<file path="config.mk">
export PLATFORM = sky130hd
export DESIGN_NAME = ssr_status_readout
export DESIGN_NICKNAME = d
export VERILOG_FILES = /design/src/ssr_pkg.sv /design/src/ssr_status_readout.sv
export SDC_FILE = /design/constraint.sdc
export NUM_CORES = 1
export LEC_CHECK = 0
export BUFFER_PORTS_ARGS = -buffer_cell sky130_fd_sc_hd__buf_4
export CAP_MARGIN = 20
export CORE_AREA = 2 2 122 124
export CTS_CLUSTER_SIZE = 20
export DETAILED_ROUTE_END_ITERATION = 8
export DIE_AREA = 0 0 124 126
export GPL_ROUTABILITY_DRIVEN = 0
export PLACE_DENSITY = 0.44
export SKIP_CTS_REPAIR_TIMING = 1
export SLEW_MARGIN = 40
export SYNTH_ARGS = -nofsm -noshare
export SYNTH_HDL_FRONTEND = slang
export SYNTH_SLANG_ARGS = --single-unit
</file>
<file path="constraint.sdc">
create_clock -name sys_clk -period 5.05 [get_ports sys_clk]
set_input_delay 0.505 -clock sys_clk [delete_from_list [all_inputs] [get_ports sys_clk]]
set_output_delay 0.505 -clock sys_clk [all_outputs]
set_load 0.02 [all_outputs]
</file>
<file path="src/ssr_pkg.sv">
// Constants for the SPI status readout block.
// Assumes users on the system clock: the readout module, its monitor and the bench.
package ssr_pkg;

  // Frame and register geometry
  localparam int STAT_W   = 16;
  localparam int FLAG_W   = 10;
  localparam int NUM_REGS = 4;
  localparam int SEL_W    = 2;

  // Field positions inside a status word
  localparam int FLAG_LSB         = 6;
  localparam int SUPPLY_FAIL_BIT  = 5;
  localparam int THERMAL_SD_BIT   = 4;
  localparam int THERMAL_WARN_BIT = 3;
  localparam int SUMMARY_MSB      = 2;

  // Field positions inside a received command word
  localparam int SEL_MSB   = 15;
  localparam int SEL_LSB   = 14;
  localparam int CLEAR_BIT = 13;

  // Register offsets
  localparam logic [SEL_W-1:0] BRIDGE_OVERLOAD_STATUS = 2'h0;
  localparam logic [SEL_W-1:0] BRIDGE_OPENLOAD_STATUS = 2'h1;
  localparam logic [SEL_W-1:0] LAMP_OVERLOAD_STATUS   = 2'h2;
  localparam logic [SEL_W-1:0] LAMP_OPENLOAD_STATUS   = 2'h3;

  // Connected flag positions (bits 15..6), register 3 in the top slice
  localparam logic [NUM_REGS*FLAG_W-1:0] CONN_MASK =
    {10'h2af, 10'h3ff, 10'h2a8, 10'h3f8};

  // Reset values
  localparam logic [SEL_W-1:0]           SELECT_RESET = BRIDGE_OVERLOAD_STATUS;
  localparam logic [NUM_REGS*FLAG_W-1:0] FLAGS_RESET  = 40'h00_0000_0000;
  localparam logic [STAT_W-1:0]          WORD_RESET   = 16'h0000;

endpackage

</file>
<file path="src/ssr_status_readout.sv">
// Status readout and clear logic behind a 16-bit daisy-chain SPI slave.
// Assumes SPI pins come from outside and are resynchronised to sys_clk,
// and that fault events come from protection logic on sys_clk.
`timescale 1ns/100ps

module ssr_status_readout
  import ssr_pkg::*;
(
  input  wire logic                                    sys_clk,
  input  wire logic                                    rstn,
  input  wire logic                                    spi_clk,
  input  wire logic                                    chip_select_n,
  input  wire logic                                    spi_di,
  output logic                                         spi_do,
  output logic                                         spi_do_oe_n,
  input  wire logic [ssr_pkg::NUM_REGS*ssr_pkg::FLAG_W-1:0] fault_set,
  input  wire logic                                    supply_fail_flag,
  input  wire logic                                    thermal_shutdown_event,
  input  wire logic                                    thermal_warning_flag,
  output logic [ssr_pkg::STAT_W-1:0]                   ctrl_word,
  output logic                                         ctrl_valid,
  output logic [ssr_pkg::SEL_W-1:0]                    register_select_bits,
  output logic [ssr_pkg::NUM_REGS*ssr_pkg::FLAG_W-1:0] latched_flags,
  output logic                                         thermal_shutdown_flag,
  output logic                                         combined_error_flag
);

  import ssr_pkg::*;

  ////////////////////////////////////////////////////////////////////////////
  // Pin synchronisers

  logic [2:0] pin_meta_q;
  logic [2:0] pin_sync_q;
  logic       clk_prev_q;
  logic       cs_prev_q;

  // Two stages before any logic reads a pin
  always_ff @(posedge sys_clk or negedge rstn) begin
    if (!rstn) begin
      pin_meta_q <= 3'h7;
    end else begin
      pin_meta_q <= {spi_di, chip_select_n, spi_clk};
    end
  end

  always_ff @(posedge sys_clk or negedge rstn) begin
    if (!rstn) begin
      pin_sync_q <= 3'h7;
    end else begin
      pin_sync_q <= pin_meta_q;
    end
  end

  // History idles high; a low clock pin after reset gives a false
  // falling edge only while chip select is high, where it is ignored
  always_ff @(posedge sys_clk or negedge rstn) begin
    if (!rstn) begin
      clk_prev_q <= 1'b1;
    end else begin
      clk_prev_q <= pin_sync_q[0];
    end
  end

  always_ff @(posedge sys_clk or negedge rstn) begin
    if (!rstn) begin
      cs_prev_q <= 1'b1;
    end else begin
      cs_prev_q <= pin_sync_q[1];
    end
  end

  wire clk_s   = pin_sync_q[0];
  wire cs_n_s  = pin_sync_q[1];
  wire di_s    = pin_sync_q[2];
  wire clk_up  = clk_s & ~clk_prev_q & ~cs_n_s;
  wire clk_dn  = ~clk_s & clk_prev_q & ~cs_n_s;
  wire cs_fall = ~cs_n_s & cs_prev_q;
  wire cs_rise = cs_n_s & ~cs_prev_q;

  ////////////////////////////////////////////////////////////////////////////
  // Error flag storage

  logic [NUM_REGS*FLAG_W-1:0] flags_q;
  logic [NUM_REGS*FLAG_W-1:0] flags_d;
  logic                       tsd_q;
  logic                       tsd_d;
  logic [SEL_W-1:0]           sel_q;
  logic [SEL_W-1:0]           sel_d;
  logic                       pend_clear_q;
  logic                       pend_clear_d;
  logic                       seen_q;
  logic                       seen_d;
  logic [NUM_REGS-1:0]        summary;
  logic [STAT_W-1:0]          stat_word [NUM_REGS];

  // Frames with no clock are only error-flag peeks, not commands
  wire frame_end = cs_rise & seen_q;
  // Clear acts on the register just read out, then the new command lands
  wire clear_now = frame_end & pend_clear_q;

  // Summaries of the other registers, highest address first
  function automatic logic [2:0] others(input int r,
                                        input logic [NUM_REGS-1:0] s);
    logic [2:0] v;
    int         k;
    v = 3'h0;
    k = 2;
    for (int i = NUM_REGS - 1; i >= 0; i--) begin
      if (i != r) begin
        v[k] = s[i];
        k = k - 1;
      end
    end
    return v;
  endfunction

  genvar g;
  generate
    for (g = 0; g < NUM_REGS; g++) begin : g_reg
      wire [FLAG_W-1:0] cur = flags_q[g*FLAG_W +: FLAG_W];
      wire [FLAG_W-1:0] mask = CONN_MASK[g*FLAG_W +: FLAG_W];
      wire [FLAG_W-1:0] set = fault_set[g*FLAG_W +: FLAG_W] & mask;
      wire clr = clear_now & (sel_q == SEL_W'(g));
      // Set wins over a clear in the same cycle
      assign flags_d[g*FLAG_W +: FLAG_W] =
        (cur & ~{FLAG_W{clr}}) | set;
      assign summary[g] = |cur;
      assign stat_word[g] = {cur,
                             supply_fail_flag,
                             tsd_q,
                             thermal_warning_flag,
                             others(g, summary)};
    end
  endgenerate

  // Summaries see only latched flags; live supply and warning levels
  // would otherwise keep a just-cleared register looking faulty
  assign tsd_d = (tsd_q & ~clear_now) | thermal_shutdown_event;
  assign combined_error_flag = |summary;

  ////////////////////////////////////////////////////////////////////////////
  // Command capture at the end of a frame

  logic [STAT_W-1:0] shift_q;
  logic [STAT_W-1:0] shift_d;
  logic [STAT_W-1:0] ctrl_q;
  logic [STAT_W-1:0] ctrl_d;
  logic              valid_q;
  logic              valid_d;

  // Command fields only move at a real frame end, never mid-frame
  assign sel_d = frame_end ? shift_q[SEL_MSB:SEL_LSB] : sel_q;
  assign pend_clear_d = frame_end ? shift_q[CLEAR_BIT]
                                  : pend_clear_q;
  assign ctrl_d  = frame_end ? shift_q : ctrl_q;
  assign valid_d = frame_end;

  always_ff @(posedge sys_clk or negedge rstn) begin
    if (!rstn) begin
      flags_q <= FLAGS_RESET;
    end else begin
      flags_q <= flags_d;
    end
  end

  always_ff @(posedge sys_clk or negedge rstn) begin
    if (!rstn) begin
      tsd_q <= 1'b0;
    end else begin
      tsd_q <= tsd_d;
    end
  end

  always_ff @(posedge sys_clk or negedge rstn) begin
    if (!rstn) begin
      sel_q <= SELECT_RESET;
    end else begin
      sel_q <= sel_d;
    end
  end

  always_ff @(posedge sys_clk or negedge rstn) begin
    if (!rstn) begin
      pend_clear_q <= 1'b0;
    end else begin
      pend_clear_q <= pend_clear_d;
    end
  end

  always_ff @(posedge sys_clk or negedge rstn) begin
    if (!rstn) begin
      ctrl_q <= WORD_RESET;
    end else begin
      ctrl_q <= ctrl_d;
    end
  end

  always_ff @(posedge sys_clk or negedge rstn) begin
    if (!rstn) begin
      valid_q <= 1'b0;
    end else begin
      valid_q <= valid_d;
    end
  end

  ////////////////////////////////////////////////////////////////////////////
  // Serial shift path

  logic miso_q;
  logic miso_d;
  logic oe_n_q;
  logic oe_n_d;

  // Driver let go one cycle after the synced select rises
  assign oe_n_d = cs_n_s;

  // One register holds the outgoing word and fills with incoming bits,
  // so words longer than 16 bits pass straight through a chain
  assign shift_d = cs_fall ? stat_word[sel_q]
                 : clk_dn  ? {shift_q[STAT_W-2:0], di_s}
                 : shift_q;

  assign seen_d = cs_fall ? 1'b0 : (clk_up ? 1'b1 : seen_q);

  // Error flag stays live until the first rising clock edge
  assign miso_d = (cs_fall | (~cs_n_s & ~seen_q & ~clk_up))
                ? combined_error_flag
                : clk_up ? shift_q[STAT_W-1]
                : miso_q;

  always_ff @(posedge sys_clk or negedge rstn) begin
    if (!rstn) begin
      shift_q <= WORD_RESET;
    end else begin
      shift_q <= shift_d;
    end
  end

  always_ff @(posedge sys_clk or negedge rstn) begin
    if (!rstn) begin
      seen_q <= 1'b0;
    end else begin
      seen_q <= seen_d;
    end
  end

  always_ff @(posedge sys_clk or negedge rstn) begin
    if (!rstn) begin
      miso_q <= 1'b0;
    end else begin
      miso_q <= miso_d;
    end
  end

  always_ff @(posedge sys_clk or negedge rstn) begin
    if (!rstn) begin
      oe_n_q <= 1'b1;
    end else begin
      oe_n_q <= oe_n_d;
    end
  end

  ////////////////////////////////////////////////////////////////////////////
  // Outputs

  assign spi_do                = miso_q;
  assign spi_do_oe_n           = oe_n_q;
  assign ctrl_word             = ctrl_q;
  assign ctrl_valid            = valid_q;
  assign register_select_bits  = sel_q;
  assign latched_flags         = flags_q;
  assign thermal_shutdown_flag = tsd_q;

endmodule

</file>
==> impl_metrics.ini, run 1 <==
[run_status]
status = finished clean

[grt]
grt_use_met2_pct = 19.1
grt_pass1_vias = 2598
grt_max_degree = 85
antenna_found_initial = 0
grt_overflow_total = 0
grt_usage_pct = 13.0
top_usage_layer = met2
grt_pass1_wl_um = 15200
grt_use_met1_pct = 17.7
use_met3_pct = 5.53

[logic_synthesis]
synthesis.nets = 330
syn_avg_cell_area_um2 = 12.4
synth_top_area_cell = dfrtp_1
synth-seq-cells = 84
syn_area_mm2 = 0.00350
ys_top_cells_by_area = dfrtp_1, mux4_2, a21o_1
ys_seq_area_share_pct = 60.4
syn_inst = 282
ys_types = 39
synth_top_area_share_pct = 54.4
yosysWarningCount = 0

[placed_design]
dpl.hpwl_um = 6810
dp_cells = 549
postPlaceCellArea_mm2 = 0.00437
io_buffers = 98

[floorplan]
die_h_um = 126
die_area_mm2 = 0.0156
die-width_um = 124
core_mm2 = 0.0143
row_count = 44
io_pins = 111
start_util_pct = 24.4

[cts]
h-tree-depth = 3
cts_sinks = 84
clk_pin_slew_ps = 60
cts_root_buf = clkbuf_16
clk_path_buf_depth = 2
cts_tree = yes
numCtsBuffers = 9
clk_latency_ps = 340

[sta]
drv_slew = 0
setup_viol = 0
final.period_utilization_pct = 53.7
timing_worst_slew_pin_value_ps = 745
rsz0062_at_grt = no
fin_skew_ps = 8.43
hold_viol_final = 0
finalSetupTns_ps = 0
slew_headroom_pct = 50.1
min_period_ps = 2710
fmax_mhz = 369

[critical_path]
crit_path_start_kind = flop
arrival_ps = 2210
critical_path_required_ps = 4550
path_max_fanout = 4
path_class = flop to output port
critPathCaptureType = output port

[cells_and_area]
n_antenna_cell = 0
layout_common_cells = buf_4, dfrtp_1, nand2_1
drive_gt1_share_pct = 38.1
fin_area_mm2 = 0.00469
area_growth_pct = 34.0
layout.cells.non_filler = 565
final_common_cell = buf_4
nets = 424

[drt]
wl_um = 9460
final_antenna_net_count = 0
first_pass_iters = 4
routedWlPerCell_um = 16.7
vias = 2527
drc = 0
viasPerCell = 4.47
first_iter_violations = 125

[pwr]
finalPower_mw = 1.88
power-per-cell-area_mw_per_mm2 = 401
p_leak_nw = 2.13
vdd_drop_max_uv = 193

[job]
max-cap-violations = 0

[worst_hold_path]
hp-class = input pin to asynchronous set/reset pin
[logic make-up after synthesis]
group	Yosys count	share of synthesized area, %
simple gates	99	14.9
flops	84	60.4
compound gates	54	11.7
buf+inv	28	4.58
mux	17	8.44
[cell type report]
class                           count  area (µm²)
Inverter                           12        50.0
Multi-Input combinational cell    170        1220
Timing Repair Buffer               99         749
Tap cell                          184         230
Fill cell                        1481        9630
Clock buffer                       11         243
Sequential cell                    84        2110
Clock inverter                      5        75.1
[critical path: stages (launching register included)]
cell	delay (ps)
dfrtp_1	410
nor4_1	470
nand3_1	190
or4_1	610
buf_4	200
[cells in the mapped netlist (all sizes together)]
cell type	count
mux2i	7
o21ai	4
and2	13
o21bai	1
nor2b	2
or4	1
or3b	2
a22oi	4
inv	11
a222oi	8
nand2	55
nand3	5
nand3b	2
a21o	28
mux4	10
o22ai	2
o31a	1
dfrtp	76
nor3b	1
a211oi	1
nor4	8
clkbuf	4
dfstp	8
a21oi	3
nor2	7
or3	1
buf	12
o22a	2
clkinv	1
nor3	2
[report_power, final]
group	internal (mW)	switching [mW]
Sequential	0.750	0.0960
Clock	0.444	0.258
Combinational	0.168	0.165
Total	1.36	0.519
[per-stage QoR]
step	util (%)	hold slack [ps]	worst slack [ps]
2_1_floorplan	-	209	3040
3_3_place_gp	30.5	347	2690
3_5_place_dp	30.5	347	2680
4_1_cts	32.7	257	2310
5_1_grt	32.7	248	2290
6_report	32.7	205	2340
[path summary, 6_finish.rpt]
path                                              from                                  end  slack, ps  cells past startpoint
max                        latched_flags[14]$_DFF_PN0_                  combined_error_flag       2340                      4
min                                               rstn               shift_q[7]$_DFFE_PN0P_        210                      1
max in group asynchronous                         rstn  register_select_bits[0]$_DFFE_PN0N_       4350                      1
max reg2reg                    pin_sync_q[1]$_DFF_PN1_          latched_flags[17]$_DFF_PN0_       2890                      6
min reg2reg                    pin_meta_q[1]$_DFF_PN1_              pin_sync_q[1]$_DFF_PN1_        350                      0
min in group sys_clk                           spi_clk              pin_meta_q[0]$_DFF_PN1_        270                      1
[flip-flops by register name, summed over array words and instances, names as in the netlist, 2 cells and up]
signal	count
latched_flags	40
shift_q	16
ctrl_word	14
pin_meta_q	3
pin_sync_q	3
register_select_bits	2
[layer usage]
layer	wire length (µm)	part of all wire (%)
met1	4250	45
met2	4350	46
met3	758	8.0
met4	99	1.0
met5	0	0
Power figures use the tool's default switching activity.
==> run 2: changes to the inputs <==
--- a/config.mk
+++ b/config.mk
@@ -5,14 +5,15 @@
 export SDC_FILE = /design/constraint.sdc
 export NUM_CORES = 1
 export LEC_CHECK = 0
+export ABC_AREA = 1
 export BUFFER_PORTS_ARGS = -buffer_cell sky130_fd_sc_hd__buf_4
 export CAP_MARGIN = 20
-export CORE_AREA = 2 2 122 124
+export CORE_AREA = 2 2 124 126
 export CTS_CLUSTER_SIZE = 20
 export DETAILED_ROUTE_END_ITERATION = 8
-export DIE_AREA = 0 0 124 126
+export DIE_AREA = 0 0 126 128
 export GPL_ROUTABILITY_DRIVEN = 0
-export PLACE_DENSITY = 0.44
+export PLACE_DENSITY = 0.46
 export SKIP_CTS_REPAIR_TIMING = 1
 export SLEW_MARGIN = 40
 export SYNTH_ARGS = -nofsm -noshare
==> constraint.sdc (replaced) <==
create_clock -name sys_clk -period 2.3 [get_ports sys_clk]
set_input_delay 0.23 -clock sys_clk [delete_from_list [all_inputs] [get_ports sys_clk]]
set_output_delay 0.23 -clock sys_clk [all_outputs]
set_load 0.02 [all_outputs]
==> run 2 against run 1 <==
  * Critical path type unchanged
  * Highest routed layer unchanged
  * Non-clock buffer count up 4
  * Sequential power is 120% higher
  * Via count increased by 15%
  * Flip-flop and latch count stayed put
  * Clock power increased by 120%
  * Synthesized cell count increased by 39%
  * Largest power group unchanged
==> impl_metrics.ini, run 2 <==
[run_status]
status = finished clean

[logic_synthesis]
synthArstFlopShare_pct = 100
syn_inst = 391
ys_seq_area_share_pct = 58.4
synth_top_area_cell = dfrtp_1
synth_common_cells = dfrtp_1, inv_1, nand2_1
yosysMostFrequentCell = dfrtp_1
synthesis.nets = 439
ys_top_cells_by_area = dfrtp_1, inv_1, dfstp_2
ys.flop_type = dfrtp_1
synth_edf_count = 0
syn_avg_cell_area_um2 = 9.25
syn_area_mm2 = 0.00362
yosysWarningCount = 0
synth-seq-cells = 84
ys_types = 25
synth_top_area_share_pct = 52.6

[grt]
grt_max_degree = 51
antenna_found_initial = 0
grt_overflow_total = 0
grt_usage_pct = 13.1
grt_pass1_wl_um = 16000
grt_pass1_vias = 3019

[drt]
routedWlPerCell_um = 14.7
drc = 0
final_antenna_net_count = 0
first_pass_iters = 4
vias = 2917
viasPerCell = 4.25
wl_um = 10100
first_iter_violations = 133

[sta]
final.period_utilization_pct = 84.9
fmax_mhz = 512
hold_viol_final = 0
setup_viol = 0
rsz0062_at_grt = no
timing_worst_slew_pin_value_ps = 523
slew_headroom_pct = 65.0
min_period_ps = 1950
fin_skew_ps = 4.91
finalSetupTns_ps = 0
drv_slew = 0
hold_slack_ps = 73.9

[cells_and_area]
largest_reg_flops = 40
drive_gt1_share_pct = 27.3
final_util_pct = 32.9
fill_cells = 1579
layout.cells.non_filler = 686
nets = 541
area_growth_pct = 35.2
multi_input_area_mm2 = 0.00115
final_common_cell = buf_4
n_antenna_cell = 0
layout_common_cells = buf_4, dfrtp_1, inv_1
ff_latch_area_mm2 = 0.00211

[placed_design]
io_buffers = 98
dpl.hpwl_um = 7680
dp_cells = 666

[cts]
numCtsBuffers = 9
cts_sinks = 84
clk_path_buf_depth = 2
clk_pin_slew_ps = 60
clk_latency_ps = 340
cts_tree = yes
cts_root_buf = clkbuf_16
h-tree-depth = 3

[floorplan]
start_util_pct = 24.3
core_mm2 = 0.0149
die-width_um = 126
row_count = 45
die_area_mm2 = 0.0161
io_pins = 111
die_h_um = 128

[pwr]
p_leak_nw = 2.51
power-per-cell-area_mw_per_mm2 = 930
finalPower_mw = 4.55
vdd_drop_max_uv = 386

[critical_path]
arrival_ps = 1720
critical_path_required_ps = 2070
path_class = flop to output port
crit_path_start_kind = flop
path_max_fanout = 3
r2r_slack_ps = 540
critPathCaptureType = output port

[job]
max-cap-violations = 0

[worst_hold_path]
hp-class = input pin to flop
## run 2: cell types whose count changed in the layout (fill, tap and decap cells not counted), moves of 10 or more
cell and change:
nand3_1 +13, mux4_2 -10, nor2_1 +39, o21bai_1 +27, and2_1 -12, a21o_1 -27, inv_1 +63, o22ai_1 +26
o21ai_0 +18
## run 2: layout make-up
cell class,instances,area share [%]
multi-input cells,219,23.4
clock inverters,5,1.53
inverters,76,5.83
flip-flops and latches,84,43.2
well taps,188,4.81
clock buffers,11,4.96
repair buffers,103,16.3
## run 2: where the power goes
| part | internal, mW | switching, mW | leakage [nW] |
|---|---|---|---|
| Sequential | 1.70 | 0.138 | 0.941 |
| Combinational | 0.432 | 0.727 | 1.41 |
| Clock | 0.975 | 0.576 | 0.159 |
| Total | 3.11 | 1.44 | 2.51 |
## run 2: cells by family (layout without fill, tap and decap cells)
group | Yosys count | in the layout | synth area share, %
DFF | 84 | 84 | 58.4
AOI/OAI and AO/OA | 95 | 95 | 16.7
and+or+nand+nor | 124 | 124 | 15.0
buffers and inverters | 88 | 195 | 9.92
## run 2: worst paths after layout
| check | from | to | depth (start not counted) |
|---|---|---|---|
| min reg2reg | pin_meta_q[2]$_DFF_PN1_ | pin_sync_q[2]$_DFF_PN1_ | 0 |
| max in group asynchronous | rstn | latched_flags[35]$_DFF_PN0_ | 3 |
| min | thermal_shutdown_event | thermal_shutdown_flag$_DFF_PN0_ | 2 |
| min in group asynchronous | rstn | ctrl_word[5]$_DFFE_PN0N_ | 2 |
| max reg2reg | pin_sync_q[1]$_DFF_PN1_ | latched_flags[25]$_DFF_PN0_ | 5 |
| max | latched_flags[8]$_DFF_PN0_ | combined_error_flag | 7 |
## run 2: worst max-delay path, stage by stage (launching register included)
cell	delay [ps]
dfrtp_1	400
nor2_1	180
nand3_1	100
nor2_1	170
nand2_1	80
nor2_1	200
inv_1	90
buf_4	160
## run 2: through the flow
| step | setup WS, ps | area, µm² |
|---|---|---|
| global route | 141 | 4890 |
| global placement | 542 | 4540 |
| CTS | 320 | 4850 |
| finish | 347 | 4890 |
| floorplan | 858 | 3620 |
| detailed placement | 548 | 4540 |
## run 2: per-layer routing
metal | wire, µm | vias up | GRT usage (%)
met5 | 0 | - | 0
met4 | 118 | 0 | 4.27
met2 | 4830 | 78 | 21.2
li1 | - | 1459 | -
met3 | 546 | 8 | 4.42
met1 | 4620 | 1372 | 16.4
